$ cat src/verilog/csp_pkg.sv
// constants for the charger supervisor block
package csp_pkg;
	// clock and time units
	localparam int CLK_MHZ = 100;
	localparam int MS_CYC = CLK_MHZ * 1000;
	// processor-hot pulse width codes (ms)
	localparam int HOT_W0_MS = 5;
	localparam int HOT_W1_MS = 1;
	localparam int HOT_W2_MS = 10;
	localparam int HOT_W3_MS = 20;
	localparam logic [1:0] HOT_WIDTH_RST = 2'h2;
	localparam int HOT_SRC_N = 7;
	// source bit positions
	localparam int SRC_PEAK = 0;
	localparam int SRC_AVG = 1;
	localparam int SRC_DCHG = 2;
	localparam int SRC_SYSTEM_VOLTAGE_EVENT = 3;
	localparam int SRC_ADPT = 4;
	localparam int SRC_BATT = 5;
	localparam int SRC_CMP = 6;
	// watchdog periods (s) and field codes
	localparam int WDT_P1_S = 5;
	localparam int WDT_P2_S = 88;
	localparam int WDT_P3_S = 175;
	localparam logic [1:0] WDT_OFF = 2'h0;
	localparam logic [1:0] WDT_RST = 2'h3;
	// switching frequency field codes
	localparam logic [1:0] FREQ_600K = 2'h0;
	localparam logic [1:0] FREQ_800K = 2'h1;
	localparam logic [1:0] FREQ_1M = 2'h2;
	localparam logic [1:0] FREQ_RST = 2'h1;
	// input overcurrent blank time and calibration-exit bound
	localparam int OVC_MS = 12;
	localparam int OVC_CYC = OVC_MS * MS_CYC;
	localparam int BATT_EXIT_US = 100;
	localparam int BATT_EXIT_CYC = BATT_EXIT_US * CLK_MHZ;
	// converter dead time in cycles
	localparam int DEAD_CYC = 2;
	// states of the conduction sequencer
	typedef enum logic [1:0] {
		CSP_PH_IDLE = 2'b00,
		CSP_PH_HIGH = 2'b01,
		CSP_PH_DEAD = 2'b10,
		CSP_PH_LOW = 2'b11
	} csp_phase_t;
endpackage : csp_pkg

$ cat src/verilog/csp_supervisor.sv
// charger supervisor: processor-hot, watchdog, calibration, overcurrent, converter
`timescale 1ns/1ps
`default_nettype none
module csp_supervisor #(
	parameter int DG_W = 24,
	parameter int HOT_W0_CYC = csp_pkg::HOT_W0_MS * csp_pkg::MS_CYC,
	parameter int HOT_W1_CYC = csp_pkg::HOT_W1_MS * csp_pkg::MS_CYC,
	parameter int HOT_W2_CYC = csp_pkg::HOT_W2_MS * csp_pkg::MS_CYC,
	parameter int HOT_W3_CYC = csp_pkg::HOT_W3_MS * csp_pkg::MS_CYC,
	parameter longint WDT_P1_CYC = longint'(csp_pkg::WDT_P1_S) * 1000 * csp_pkg::MS_CYC,
	parameter longint WDT_P2_CYC = longint'(csp_pkg::WDT_P2_S) * 1000 * csp_pkg::MS_CYC,
	parameter longint WDT_P3_CYC = longint'(csp_pkg::WDT_P3_S) * 1000 * csp_pkg::MS_CYC,
	parameter int OVC_CYC = csp_pkg::OVC_CYC,
	parameter int FREQ_DIV_600K = 167,
	parameter int FREQ_DIV_800K = 125,
	parameter int FREQ_DIV_1M = 100
) (
	// clock and reset (overcurrent latch also clears on detect release)
	input wire logic i_clk,
	input wire logic i_rst_b,
	// hot configuration
	input wire logic [6:0] i_hot_enable,
	input wire logic [1:0] i_hot_width,
	input wire logic [DG_W-1:0] i_dg_peak,
	input wire logic [DG_W-1:0] i_dg_avg,
	input wire logic [DG_W-1:0] i_dg_dchg,
	input wire logic [DG_W-1:0] i_dg_cmp,
	input wire logic i_status_clear,
	// level comparators against host thresholds
	input wire logic i_peak_over,
	input wire logic i_avg_over_110,
	input wire logic i_dchg_over,
	input wire logic i_system_voltage_event_under,
	input wire logic [2:0] i_cell_count,
	// pins
	input wire logic i_adapter_good,
	input wire logic i_battery_present_n,
	input wire logic i_comparator_output,
	input wire logic i_adapter_detect,
	// calibration
	input wire logic i_cal_set,
	input wire logic i_battery_depleted,
	// watchdog
	input wire logic [1:0] i_wdt_period,
	input wire logic i_charge_voltage_limit_wr,
	input wire logic i_charge_current_limit_wr,
	// overcurrent
	input wire logic i_ovc_2x,
	input wire logic i_ovc_disable,
	input wire logic i_in_over_125,
	input wire logic i_in_over_200,
	// converter
	input wire logic [1:0] i_freq_sel,
	input wire logic i_conv_enable,
	input wire logic i_ramp_above_eao,
	input wire logic i_undercurrent_comparator,
	input wire logic i_below_low_level,
	input wire logic i_above_high_level,
	// hot outputs
	output logic o_processor_hot_n,
	output logic [6:0] o_hot_status,
	// power path
	output logic o_battery_calibration_mode,
	output logic o_adapter_switch,
	output logic o_reverse_block_switch,
	output logic o_battery_switch,
	output logic o_input_overcurrent_latch,
	// watchdog and converter
	output logic o_wdt_expired,
	output logic o_cycle_start,
	output logic o_high_side_switch,
	output logic o_low_side_switch,
	output logic o_discontinuous_conduction
);
	initial begin
		if (DG_W < 2 || FREQ_DIV_1M < 8 || FREQ_DIV_600K > 256) $error("parameters out of range");
	end
	// edge history for pin triggers
	logic adg_d_r, bpn_d_r, cmp_d_r;
	logic [6:0] raw;
	logic [6:0] fired;
	always_ff @(posedge i_clk) begin
		if (!i_rst_b) begin
			adg_d_r <= 1'b1;
			bpn_d_r <= 1'b0;
			cmp_d_r <= 1'b1;
		end else begin
			adg_d_r <= i_adapter_good;
			bpn_d_r <= i_battery_present_n;
			cmp_d_r <= i_comparator_output;
		end
	end
	// raw source levels; adapter, battery and comparator are single-cycle edges
	assign raw[csp_pkg::SRC_PEAK] = i_peak_over;
	assign raw[csp_pkg::SRC_AVG] = i_avg_over_110;
	assign raw[csp_pkg::SRC_DCHG] = i_dchg_over;
	assign raw[csp_pkg::SRC_SYSTEM_VOLTAGE_EVENT] = i_system_voltage_event_under && i_cell_count >= 3'h2 && i_cell_count <= 3'h4;
	assign raw[csp_pkg::SRC_ADPT] = adg_d_r && !i_adapter_good;
	assign raw[csp_pkg::SRC_BATT] = !bpn_d_r && i_battery_present_n;
	assign raw[csp_pkg::SRC_CMP] = cmp_d_r && !i_comparator_output;
	// peak, average and discharge deglitched with host lengths; voltage event, adapter and battery edges pass straight
	csp_deglitch #(.CW(DG_W)) u_dg_peak (.i_clk(i_clk), .i_rst_b(i_rst_b),
		.i_raw(raw[csp_pkg::SRC_PEAK]), .i_len(i_dg_peak), .o_level(fired[csp_pkg::SRC_PEAK]));
	csp_deglitch #(.CW(DG_W)) u_dg_avg (.i_clk(i_clk), .i_rst_b(i_rst_b),
		.i_raw(raw[csp_pkg::SRC_AVG]), .i_len(i_dg_avg), .o_level(fired[csp_pkg::SRC_AVG]));
	csp_deglitch #(.CW(DG_W)) u_dg_dchg (.i_clk(i_clk), .i_rst_b(i_rst_b),
		.i_raw(raw[csp_pkg::SRC_DCHG]), .i_len(i_dg_dchg), .o_level(fired[csp_pkg::SRC_DCHG]));
	assign fired[csp_pkg::SRC_SYSTEM_VOLTAGE_EVENT] = raw[csp_pkg::SRC_SYSTEM_VOLTAGE_EVENT];
	assign fired[csp_pkg::SRC_ADPT] = raw[csp_pkg::SRC_ADPT];
	assign fired[csp_pkg::SRC_BATT] = raw[csp_pkg::SRC_BATT];
	// comparator edge is stretched into the filter so a length applies
	logic cmp_low_r;
	always_ff @(posedge i_clk) begin
		if (!i_rst_b) cmp_low_r <= 1'b0;
		else cmp_low_r <= raw[csp_pkg::SRC_CMP] || (cmp_low_r && !i_comparator_output);
	end
	csp_deglitch #(.CW(DG_W)) u_dg_cmp (.i_clk(i_clk), .i_rst_b(i_rst_b),
		.i_raw(cmp_low_r), .i_len(i_dg_cmp), .o_level(fired[csp_pkg::SRC_CMP]));
	// processor-hot pulse timer
	logic [6:0] hit;
	logic any_hit;
	logic [31:0] hot_cnt_r;
	logic [31:0] hot_len;
	assign hit = fired & i_hot_enable;
	assign any_hit = |hit;
	always_comb begin
		case (i_hot_width)
			2'h0: hot_len = 32'(HOT_W0_CYC);
			2'h1: hot_len = 32'(HOT_W1_CYC);
			2'h2: hot_len = 32'(HOT_W2_CYC);
			default: hot_len = 32'(HOT_W3_CYC);
		endcase
	end
	// low for minimum width, extended while a level event persists
	always_ff @(posedge i_clk) begin
		if (!i_rst_b) begin
			o_processor_hot_n <= 1'b1;
			hot_cnt_r <= '0;
		end else if (o_processor_hot_n) begin
			if (any_hit) begin
				o_processor_hot_n <= 1'b0;
				hot_cnt_r <= 32'h1;
			end
		end else if (hot_cnt_r < hot_len) begin
			hot_cnt_r <= hot_cnt_r + 32'h1;
		end else if (!any_hit) begin
			o_processor_hot_n <= 1'b1;
		end
	end
	// status: enabled sources that fired; a new fire wins over a clear
	always_ff @(posedge i_clk) begin
		if (!i_rst_b) o_hot_status <= '0;
		else o_hot_status <= (i_status_clear ? 7'h00 : o_hot_status) | hit;
	end
	// calibration mode and power path
	logic batt_rise;
	assign batt_rise = !bpn_d_r && i_battery_present_n;
	always_ff @(posedge i_clk) begin
		if (!i_rst_b) o_battery_calibration_mode <= 1'b0;
		else if (batt_rise || i_battery_depleted) o_battery_calibration_mode <= 1'b0;
		else if (i_cal_set) o_battery_calibration_mode <= 1'b1;
	end
	// adapter path off in calibration or overcurrent latch
	always_ff @(posedge i_clk) begin
		if (!i_rst_b) begin
			o_adapter_switch <= 1'b0;
			o_reverse_block_switch <= 1'b0;
			o_battery_switch <= 1'b1;
		end else begin
			o_adapter_switch <= !o_battery_calibration_mode && !o_input_overcurrent_latch
				&& i_adapter_good;
			o_reverse_block_switch <= !o_battery_calibration_mode && !o_input_overcurrent_latch
				&& i_adapter_good;
			o_battery_switch <= o_battery_calibration_mode || !i_adapter_good
				|| o_input_overcurrent_latch;
		end
	end
	// input overcurrent: held continuously for the blank time, then latch
	logic ovc_raw;
	logic [31:0] ovc_cnt_r;
	assign ovc_raw = !i_ovc_disable && (i_ovc_2x ? i_in_over_200 : i_in_over_125);
	always_ff @(posedge i_clk) begin
		if (!i_rst_b || !i_adapter_detect) begin
			ovc_cnt_r <= '0;
			o_input_overcurrent_latch <= 1'b0;
		end else if (!ovc_raw) begin
			ovc_cnt_r <= '0;
		end else if (ovc_cnt_r >= 32'(OVC_CYC - 1)) begin
			o_input_overcurrent_latch <= 1'b1;
		end else begin
			ovc_cnt_r <= ovc_cnt_r + 32'h1;
		end
	end
	// watchdog: refresh on limit write or period change
	logic [1:0] wdt_per_r;
	logic [39:0] wdt_cnt_r;
	logic [39:0] wdt_len;
	logic wdt_kick;
	assign wdt_kick = i_charge_voltage_limit_wr || i_charge_current_limit_wr
		|| (i_wdt_period != wdt_per_r);
	always_comb begin
		case (i_wdt_period)
			2'h1: wdt_len = 40'(WDT_P1_CYC);
			2'h2: wdt_len = 40'(WDT_P2_CYC);
			default: wdt_len = 40'(WDT_P3_CYC);
		endcase
	end
	always_ff @(posedge i_clk) begin
		if (!i_rst_b) begin
			wdt_per_r <= csp_pkg::WDT_RST;
			wdt_cnt_r <= '0;
			o_wdt_expired <= 1'b0;
		end else begin
			wdt_per_r <= i_wdt_period;
			if (wdt_kick || i_wdt_period == csp_pkg::WDT_OFF) begin
				wdt_cnt_r <= '0;
				o_wdt_expired <= 1'b0;
			end else if (wdt_cnt_r >= wdt_len - 40'h1) begin
				o_wdt_expired <= 1'b1;
			end else begin
				wdt_cnt_r <= wdt_cnt_r + 40'h1;
			end
		end
	end
	// switching period from frequency field
	logic [7:0] per_r;
	logic [7:0] per_len;
	always_comb begin
		case (i_freq_sel)
			csp_pkg::FREQ_600K: per_len = 8'(FREQ_DIV_600K - 1);
			csp_pkg::FREQ_1M: per_len = 8'(FREQ_DIV_1M - 1);
			default: per_len = 8'(FREQ_DIV_800K - 1);
		endcase
	end
	always_ff @(posedge i_clk) begin
		if (!i_rst_b) begin
			per_r <= '0;
			o_cycle_start <= 1'b0;
		end else begin
			o_cycle_start <= (per_r == 8'h00);
			per_r <= (per_r >= per_len) ? 8'h00 : per_r + 8'h01;
		end
	end
	// converter suspended on watchdog; settings untouched
	csp_pwm u_pwm (.i_clk(i_clk), .i_rst_b(i_rst_b),
		.i_run(i_conv_enable && !o_wdt_expired && !o_input_overcurrent_latch),
		.i_cycle_start(o_cycle_start), .i_ramp_above_eao(i_ramp_above_eao),
		.i_undercurrent_comparator(i_undercurrent_comparator),
		.i_below_low_level(i_below_low_level), .i_above_high_level(i_above_high_level),
		.o_high_side_switch(o_high_side_switch), .o_low_side_switch(o_low_side_switch),
		.o_discontinuous_conduction(o_discontinuous_conduction));
	// checks
	chk_hot_assert: assert property (@(posedge i_clk) disable iff (!i_rst_b)
		(o_processor_hot_n && any_hit) |=> !o_processor_hot_n)
		else $error("hot not asserted on event");
	chk_hot_extend: assert property (@(posedge i_clk) disable iff (!i_rst_b)
		(!o_processor_hot_n && any_hit) |=> !o_processor_hot_n)
		else $error("hot released while event active");
	chk_hot_min: assert property (@(posedge i_clk) disable iff (!i_rst_b)
		$rose(o_processor_hot_n) |-> $past(hot_cnt_r) >= hot_len)
		else $error("hot pulse too short");
	chk_status_rec: assert property (@(posedge i_clk) disable iff (!i_rst_b)
		(hit != 7'h00) |=> ((o_hot_status & $past(hit)) == $past(hit)))
		else $error("fired source not recorded");
	chk_enable_gate: assert property (@(posedge i_clk) disable iff (!i_rst_b)
		(o_processor_hot_n && fired != 7'h00 && (fired & i_hot_enable) == 7'h00)
		|=> o_processor_hot_n)
		else $error("disabled source counted");
	chk_cal_exit: assert property (@(posedge i_clk) disable iff (!i_rst_b)
		(o_battery_calibration_mode && batt_rise && i_adapter_good
		&& !o_input_overcurrent_latch) |-> ##2 o_adapter_switch)
		else $error("adapter switch late on battery removal");
	chk_cal_path: assert property (@(posedge i_clk) disable iff (!i_rst_b)
		o_battery_calibration_mode |=> (!o_adapter_switch && o_battery_switch))
		else $error("calibration path wrong");
	chk_ovc_hold: assert property (@(posedge i_clk) disable iff (!i_rst_b)
		o_input_overcurrent_latch && i_adapter_detect |=> o_input_overcurrent_latch)
		else $error("overcurrent latch lost");
	chk_wdt_resume: assert property (@(posedge i_clk) disable iff (!i_rst_b)
		(o_wdt_expired && i_charge_current_limit_wr) |=> !o_wdt_expired)
		else $error("watchdog not restarted");
	cov_hot_pulse: cover property (@(posedge i_clk) disable iff (!i_rst_b)
		$fell(o_processor_hot_n) ##[1:1000] $rose(o_processor_hot_n));
	cov_cal_cycle: cover property (@(posedge i_clk) disable iff (!i_rst_b)
		$fell(o_battery_calibration_mode));
	cov_wdt: cover property (@(posedge i_clk) disable iff (!i_rst_b) $rose(o_wdt_expired));
endmodule : csp_supervisor
`default_nettype wire

$ cat src/verilog/csp_deglitch.sv
// cycle-counted deglitch filter for one event source
`timescale 1ns/1ps
`default_nettype none
module csp_deglitch #(
	parameter int CW = 24
) (
	// clock and reset
	input wire logic i_clk,
	input wire logic i_rst_b,
	// raw level and programmed length
	input wire logic i_raw,
	input wire logic [CW-1:0] i_len,
	// filtered level
	output logic o_level
);
	logic [CW-1:0] cnt_r;
	initial begin
		if (CW < 2) $error("deglitch counter too narrow");
	end
	// level must persist i_len + 1 cycles before it counts
	always_ff @(posedge i_clk) begin
		if (!i_rst_b) begin
			cnt_r <= '0;
			o_level <= 1'b0;
		end else if (!i_raw) begin
			cnt_r <= '0;
			o_level <= 1'b0;
		end else if (cnt_r >= i_len) begin
			o_level <= 1'b1;
		end else begin
			cnt_r <= cnt_r + 1'b1;
		end
	end
endmodule : csp_deglitch
`default_nettype wire

$ cat src/verilog/csp_pwm.sv
// high/low side switch sequencer with dead time and light-load hysteresis
`timescale 1ns/1ps
`default_nettype none
module csp_pwm (
	// clock and reset
	input wire logic i_clk,
	input wire logic i_rst_b,
	// cycle timing and comparators
	input wire logic i_run,
	input wire logic i_cycle_start,
	input wire logic i_ramp_above_eao,
	input wire logic i_undercurrent_comparator,
	input wire logic i_below_low_level,
	input wire logic i_above_high_level,
	// switch drives
	output logic o_high_side_switch,
	output logic o_low_side_switch,
	output logic o_discontinuous_conduction
);
	csp_pkg::csp_phase_t ph_r;
	logic [3:0] dead_r;
	logic dead_to_low_r;
	logic lowok_r;
	// light-load hysteresis: off below low level, back on above high level
	always_ff @(posedge i_clk) begin
		if (!i_rst_b) lowok_r <= 1'b1;
		else if (i_below_low_level) lowok_r <= 1'b0;
		else if (i_above_high_level) lowok_r <= 1'b1;
	end
	// cycle: high until ramp passes error amp, dead, low, dead at cycle end
	always_ff @(posedge i_clk) begin
		if (!i_rst_b || !i_run) begin
			ph_r <= csp_pkg::CSP_PH_IDLE;
			dead_r <= '0;
			dead_to_low_r <= 1'b0;
			o_discontinuous_conduction <= 1'b0;
		end else begin
			case (ph_r)
				csp_pkg::CSP_PH_IDLE: begin
					if (i_cycle_start) ph_r <= csp_pkg::CSP_PH_HIGH;
				end
				csp_pkg::CSP_PH_HIGH: begin
					if (i_ramp_above_eao) begin
						ph_r <= csp_pkg::CSP_PH_DEAD;
						dead_r <= '0;
						dead_to_low_r <= 1'b1;
					end
				end
				csp_pkg::CSP_PH_DEAD: begin
					if (dead_r >= 4'(csp_pkg::DEAD_CYC - 1)) begin
						ph_r <= dead_to_low_r ? csp_pkg::CSP_PH_LOW : csp_pkg::CSP_PH_IDLE;
					end else begin
						dead_r <= dead_r + 4'h1;
					end
				end
				csp_pkg::CSP_PH_LOW: begin
					if (i_cycle_start || i_undercurrent_comparator || !lowok_r) begin
						ph_r <= csp_pkg::CSP_PH_DEAD;
						dead_r <= '0;
						dead_to_low_r <= 1'b0;
						o_discontinuous_conduction <= i_undercurrent_comparator;
					end
				end
				default: ph_r <= csp_pkg::CSP_PH_IDLE;
			endcase
		end
	end
	// drives decoded from phase; low side held off while light load
	assign o_high_side_switch = (ph_r == csp_pkg::CSP_PH_HIGH);
	assign o_low_side_switch = (ph_r == csp_pkg::CSP_PH_LOW) && lowok_r;
	chk_never_both: assert property (@(posedge i_clk) disable iff (!i_rst_b)
		!(o_high_side_switch && o_low_side_switch))
		else $error("both switches on");
	chk_dead_gap: assert property (@(posedge i_clk) disable iff (!i_rst_b)
		$fell(o_high_side_switch) |-> !o_low_side_switch [*2])
		else $error("no dead time after high side");
	chk_uc_off: assert property (@(posedge i_clk) disable iff (!i_rst_b)
		(o_low_side_switch && i_undercurrent_comparator && i_run) |=> !o_low_side_switch)
		else $error("low side stayed on under undercurrent");
	cov_full_cycle: cover property (@(posedge i_clk) disable iff (!i_rst_b)
		o_high_side_switch ##[1:20] o_low_side_switch);
endmodule : csp_pwm
`default_nettype wire

$ cat config.mk
export PLATFORM = sky130hd
export DESIGN_NAME = csp_supervisor
export DESIGN_NICKNAME = d
export VERILOG_FILES = /design/src/verilog/csp_pkg.sv /design/src/verilog/csp_supervisor.sv /design/src/verilog/csp_deglitch.sv /design/src/verilog/csp_pwm.sv
export SDC_FILE = /design/constraint.sdc
export NUM_CORES = 1
export LEC_CHECK = 0
export BUFFER_PORTS_ARGS = -buffer_cell sky130_fd_sc_hd__buf_4
export CORE_ASPECT_RATIO = 1.25
export CORE_MARGIN = 5
export CORE_UTILIZATION = 55
export CTS_BUF_LIST = sky130_fd_sc_hd__clkbuf_4
export DETAILED_ROUTE_END_ITERATION = 8
export GPL_ROUTABILITY_DRIVEN = 0
export GPL_TIMING_DRIVEN = 1
export PLACE_DENSITY = 0.8
export SYNTH_ARGS = -nofsm -noshare
export SYNTH_HDL_FRONTEND = slang
export SYNTH_SLANG_ARGS = --single-unit
$ cat constraint.sdc
create_clock -name i_clk -period 7.65 [get_ports i_clk]
set_input_delay 1.53 -clock i_clk [delete_from_list [all_inputs] [get_ports i_clk]]
set_output_delay 1.53 -clock i_clk [all_outputs]
set_load 0.02 [all_outputs]
==> out/summary.txt <==
=================================================================================================
Sequential power share .............................................................        48.1%
Global-route wire length before repair ............................................. 58100 microns
Total setup violations reported at the end of the flow .............................            0
Number of levels the H-tree was split into .........................................            3
Portion of netlist area occupied by mux cells ......................................        1.32%
Shortest clock period the worst path allows after layout ...........................      4.63 ns
Compound-gate portion of the synthesized area ......................................        17.6%
Flop-to-flop setup slack ...........................................................      4.03 ns
Post-route non-filler standard cell count ..........................................         2311
Grt total ovfl .....................................................................            0
Core area ..........................................................................  26000 sq um
Critical Path Source Type ..........................................................   input port
Layout cell share with drive strength beyond 1 .....................................        14.9%
Total iterations of the first detailed-routing run .................................            5
Summed instance area of the synthesized netlist ....................................  14500 sq um
Number of design-rule violations left by the first detailed-router iteration .......          633
Simple-gate share of the synthesized area ..........................................        24.0%
Power spent charging and discharging nets ..........................................   0.000659 W
Max incr delay on CP ...............................................................      0.87 ns
Clock Sinks ........................................................................          241
Die area ...........................................................................  29800 sq um
Dominant combinational cell family by area after synthesis ......................... simple AND/OR/NAND/NOR gates
Row count ..........................................................................           66
Count of flip-flops with a built-in enable after synthesis .........................            0
Worst Hold Path Cells ..............................................................            2
Yosys reg bits .....................................................................          241
Top-count cell post-synth .......................................................... sky130_fd_sc_hd__dfxtp_1
Kind of path behind the tightest hold check ........................................ flip-flop to flip-flop
Endpoint of the most critical register-to-register path ............................ hot_cnt_r[11]$_SDFFE_PN0P_
Worst relative slew slack ..........................................................        24.6%
Xor/xnor share of the synthesized area .............................................        4.77%
Maximum operating frequency ........................................................      216 MHz
Post-detailed-routing wire length .................................................. 34800 microns
Number of buffers created by CTS ...................................................           67
Post-detailed-route DRC marker count ...............................................            0
DR vias ............................................................................        13400
Share of total power in the clock network ..........................................        43.7%
Most frequent cell on the critical path ............................................ sky130_fd_sc_hd__ha_1
Power density cells ................................................................  158 nW/um^2
End-of-flow core utilization .......................................................        64.4%
Reg-to-reg startpoint .............................................................. hot_cnt_r[20]$_SDFFE_PN0P_
Number of warnings printed during yosys synthesis ..................................            0
Area grow syn2layout ...............................................................        15.4%
Outcome ............................................................................ finished, final reports clean
Maximum number of pins on one net before global-route repair .......................           35
Library cell used as clock root buffer ............................................. sky130_fd_sc_hd__clkbuf_4
Hold path endpoint ................................................................. cmp_low_r$_SDFF_PN0_
Final setup slack of the worst path ................................................      3.02 ns
Mapped Avg Cell Area ...............................................................   8.29 sq um
Leakage ............................................................................      7.20 nW
Critical path cell sequence ........................................................ buf_4 > inv_1 > ha_1 > nor2_1 > ha_1 > nand3_1 > o31ai_1 > nand2_1 > or2_2 > a311oi_1
Slew at the pin with the worst max-slew slack ......................................      1.13 ns
PostCTS Resize Cnt .................................................................            0
Share of synthesized area occupied by flip-flops and latches .......................        33.2%
Final #Nets ........................................................................         2218
Synthesized instance count .........................................................         1752
Total area of multi-input combinational cells ......................................   8910 sq um
Area share of the leading cell type in the synthesized netlist .....................        33.2%
Internal power consumption .........................................................    0.00199 W
Setup skew after layout ............................................................    0.0753 ns
Clock buffer depth .................................................................            3
Area leader, netlist ............................................................... sky130_fd_sc_hd__dfxtp_1
Part of the total power dissipated in combinational logic ..........................         8.1%
Die outline width ..................................................................  155 microns
Final antenna-violating net count ..................................................            0
Placed cell count ..................................................................         2195
Vias per cell ......................................................................         5.81
Startpoint of the lowest-slack hold path ........................................... cmp_d_r$_SDFF_PN1_
Number of post-CTS setup repair buffers ............................................            0
Port Buffers .......................................................................          153
Count of hold-fix buffers inserted at cts ..........................................            0
Switching share of power ...........................................................        24.8%
Share of synthesized registers carrying an async set or reset ......................           0%
Most used DFF post-synth ........................................................... sky130_fd_sc_hd__dfxtp_1
Maximum fanout along the worst path ................................................           33
Synth Net Count ....................................................................         2046
Number of distinct library cell variants in the gate-level netlist after synthesis .           78
Boundary pin count .................................................................          154
Setup crit end kind ................................................................    flip-flop
Hpwl dp ............................................................................ 25700 microns
Area share of fa/ha/maj cells after synthesis ......................................        13.6%
Clock insertion delay at the later pin of the skew report ..........................      0.65 ns
Highest ir drop seen on vdd ........................................................     0.128 mV
Post-placement worst setup slack ...................................................      2.48 ns
Worst Path Required ................................................................      8.18 ns
Period Utilization, post-route .....................................................        60.5%
Path type of the worst setup path .................................................. input port to flip-flop
Combined global-route utilization of all metal layers ..............................        22.8%
Crit path DAT ......................................................................      5.16 ns
Initial Utilization ................................................................        55.8%
Setup repair after global routing missed its margin ................................        false
Via count of the first global-routing pass .........................................        13200
Die Y ..............................................................................  192 microns
Biggest area contributors in the synthesized netlist ............................... sky130_fd_sc_hd__dfxtp_1 33%, sky130_fd_sc_hd__ha_1 14%, sky130_fd_sc_hd__a21oi_1 4.2%, sky130_fd_sc_hd__inv_1 3.9%, sky130_fd_sc_hd__nor2_1 3.8%
Initial antenna violation count ....................................................            2
FF-to-FF path depth ................................................................            6
Area used by sequential logic in the layout ........................................   4820 sq um
Sum Neg Setup Slack ................................................................         0 ns
Clock-pin transition on the worst setup and hold timing paths ......................      0.06 ns
Average wire per cell in the routed design ......................................... 15.0 microns
Clock tree from TritonCTS ..........................................................          yes
Commonest cells in the netlist ..................................................... 241 x sky130_fd_sc_hd__dfxtp_1, 158 x sky130_fd_sc_hd__ha_1, 151 x sky130_fd_sc_hd__inv_1, 146 x sky130_fd_sc_hd__nor2_1, 141 x sky130_fd_sc_hd__nand2_1
Slew Viols, Final ..................................................................            0
Count of max-cap constraint violations .............................................            0
Total power draw ...................................................................    0.00265 W
Crit path max-delay cell type ...................................................... sky130_fd_sc_hd__nand2_1
Fillers ............................................................................         2291
Final count of hold timing violations ..............................................            0
=================================================================================================
sequential cells by signal, summed over array words and instances (netlist names), 4 cells and up:
name	flops
u_pwm.dead_r	4
u_dg_avg.cnt_r	24
u_dg_cmp.cnt_r	24
u_dg_dchg.cnt_r	24
per_r	8
ovc_cnt_r	32
hot_cnt_r	32
wdt_cnt_r	40
o_hot_status	7
u_dg_peak.cnt_r	24
worst max-delay path: cells and delay by family:
kind / cells / cell delay (ns)
buffers and inverters: 2 / 0.25
AND/OR/NAND/NOR: 4 / 1.76
adder cells (fa/ha/maj): 2 / 0.50
AO/OA/AOI/OAI: 2 / 1.12
cells in the final DEF (no fill, tap or decap), drive strengths merged, types with 7 or more instances in the layout:
| cell | synthesis | layout |
|---|---|---|
| dfxtp | 241 | 241 |
| ha | 158 | 158 |
| buf | 9 | 158 |
| inv | 151 | 152 |
| nor2 | 146 | 146 |
| nand2 | 142 | 142 |
| a21oi | 123 | 123 |
| clkbuf | 46 | 99 |
| nand3 | 62 | 62 |
| o21ai | 57 | 57 |
| nand4 | 56 | 56 |
| xnor2 | 55 | 55 |
| and2 | 45 | 45 |
| and3 | 31 | 31 |
| nor3 | 31 | 31 |
| nand2b | 30 | 30 |
| nor4 | 26 | 26 |
| or3 | 25 | 25 |
| xor2 | 24 | 24 |
| and4 | 23 | 23 |
| o21a | 21 | 21 |
| a21o | 20 | 20 |
| a211oi | 20 | 20 |
| mux2i | 18 | 18 |
| a31oi | 17 | 17 |
| or4 | 16 | 16 |
| a311oi | 15 | 15 |
| clkinv | 0 | 14 |
| a31o | 12 | 12 |
| a41o | 10 | 10 |
| a2111oi | 10 | 10 |
| a41oi | 9 | 9 |
| o41ai | 9 | 9 |
| o311ai | 9 | 9 |
| nor2b | 8 | 8 |
| nand3b | 8 | 8 |
| o31ai | 8 | 8 |
| o211ai | 8 | 8 |
| or2 | 7 | 7 |
cells by family after synthesis:
family | Yosys count
flops | 241
other cells | 1
buf+inv | 206
fa+ha+maj | 158
xor+xnor | 79
simple gates | 669
compound gates | 379
mux | 19
worst max-delay path by stage:
stage                    start                         end  slack (ns)  cells after the start
2_1_floorplan  i_wdt_period[0]   wdt_cnt_r[1]$_SDFFE_PP0N_        3.60                     14
3_3_place_gp    i_hot_width[0]   hot_cnt_r[8]$_SDFFE_PN0P_        2.73                     10
3_5_place_dp    i_hot_width[0]  hot_cnt_r[11]$_SDFFE_PN0P_        2.48                     10
4_1_cts         i_hot_width[0]  hot_cnt_r[10]$_SDFFE_PN0P_        3.17                     10
5_1_grt         i_hot_width[0]   hot_cnt_r[5]$_SDFFE_PN0P_        2.67                     10
6_report        i_hot_width[0]  hot_cnt_r[11]$_SDFFE_PN0P_        3.02                     10
stage by stage:
stage	instance area [sq um]	hold WS (ns)
finish	16800	0.437
global route	16800	0.483
CTS	16800	0.445
detailed placement	15900	0.431
global placement	15900	0.421
floorplan	14500	0.411
metal layers:
layer  track usage, %  vias to the layer above  part of all wire, %
li1                 -                     6722                    -
met1             25.5                     6258                   41
met2             41.8                      369                   51
met3             4.35                       84                  5.6
met4             9.77                        2                  2.8
met5                0                        -                0.029
power by group through the flow:
stage | clock network, W | logic [W] | registers (W)
after floorplan | 0 | 0.000120 | 0.00130
after global placement | 0 | 0.000206 | 0.00130
after detailed placement | 0 | 0.000215 | 0.00130
after CTS | 0.00120 | 0.000217 | 0.00128
after global routing | 0.00126 | 0.000245 | 0.00128
final | 0.00116 | 0.000216 | 0.00128
layout make-up:
| cell class | instances | area share, % |
|---|---|---|
| antenna | 1 | 0.0149 |
| clock inverter | 16 | 0.568 |
| clock buffer | 99 | 4.44 |
| sequential | 241 | 28.8 |
| timing repair buffer | 158 | 7.08 |
| tap | 340 | 2.54 |
| multi-input combinational | 1305 | 53.2 |
| inverter | 151 | 3.38 |
No activity file was read; power rests on OpenSTA's default activity.
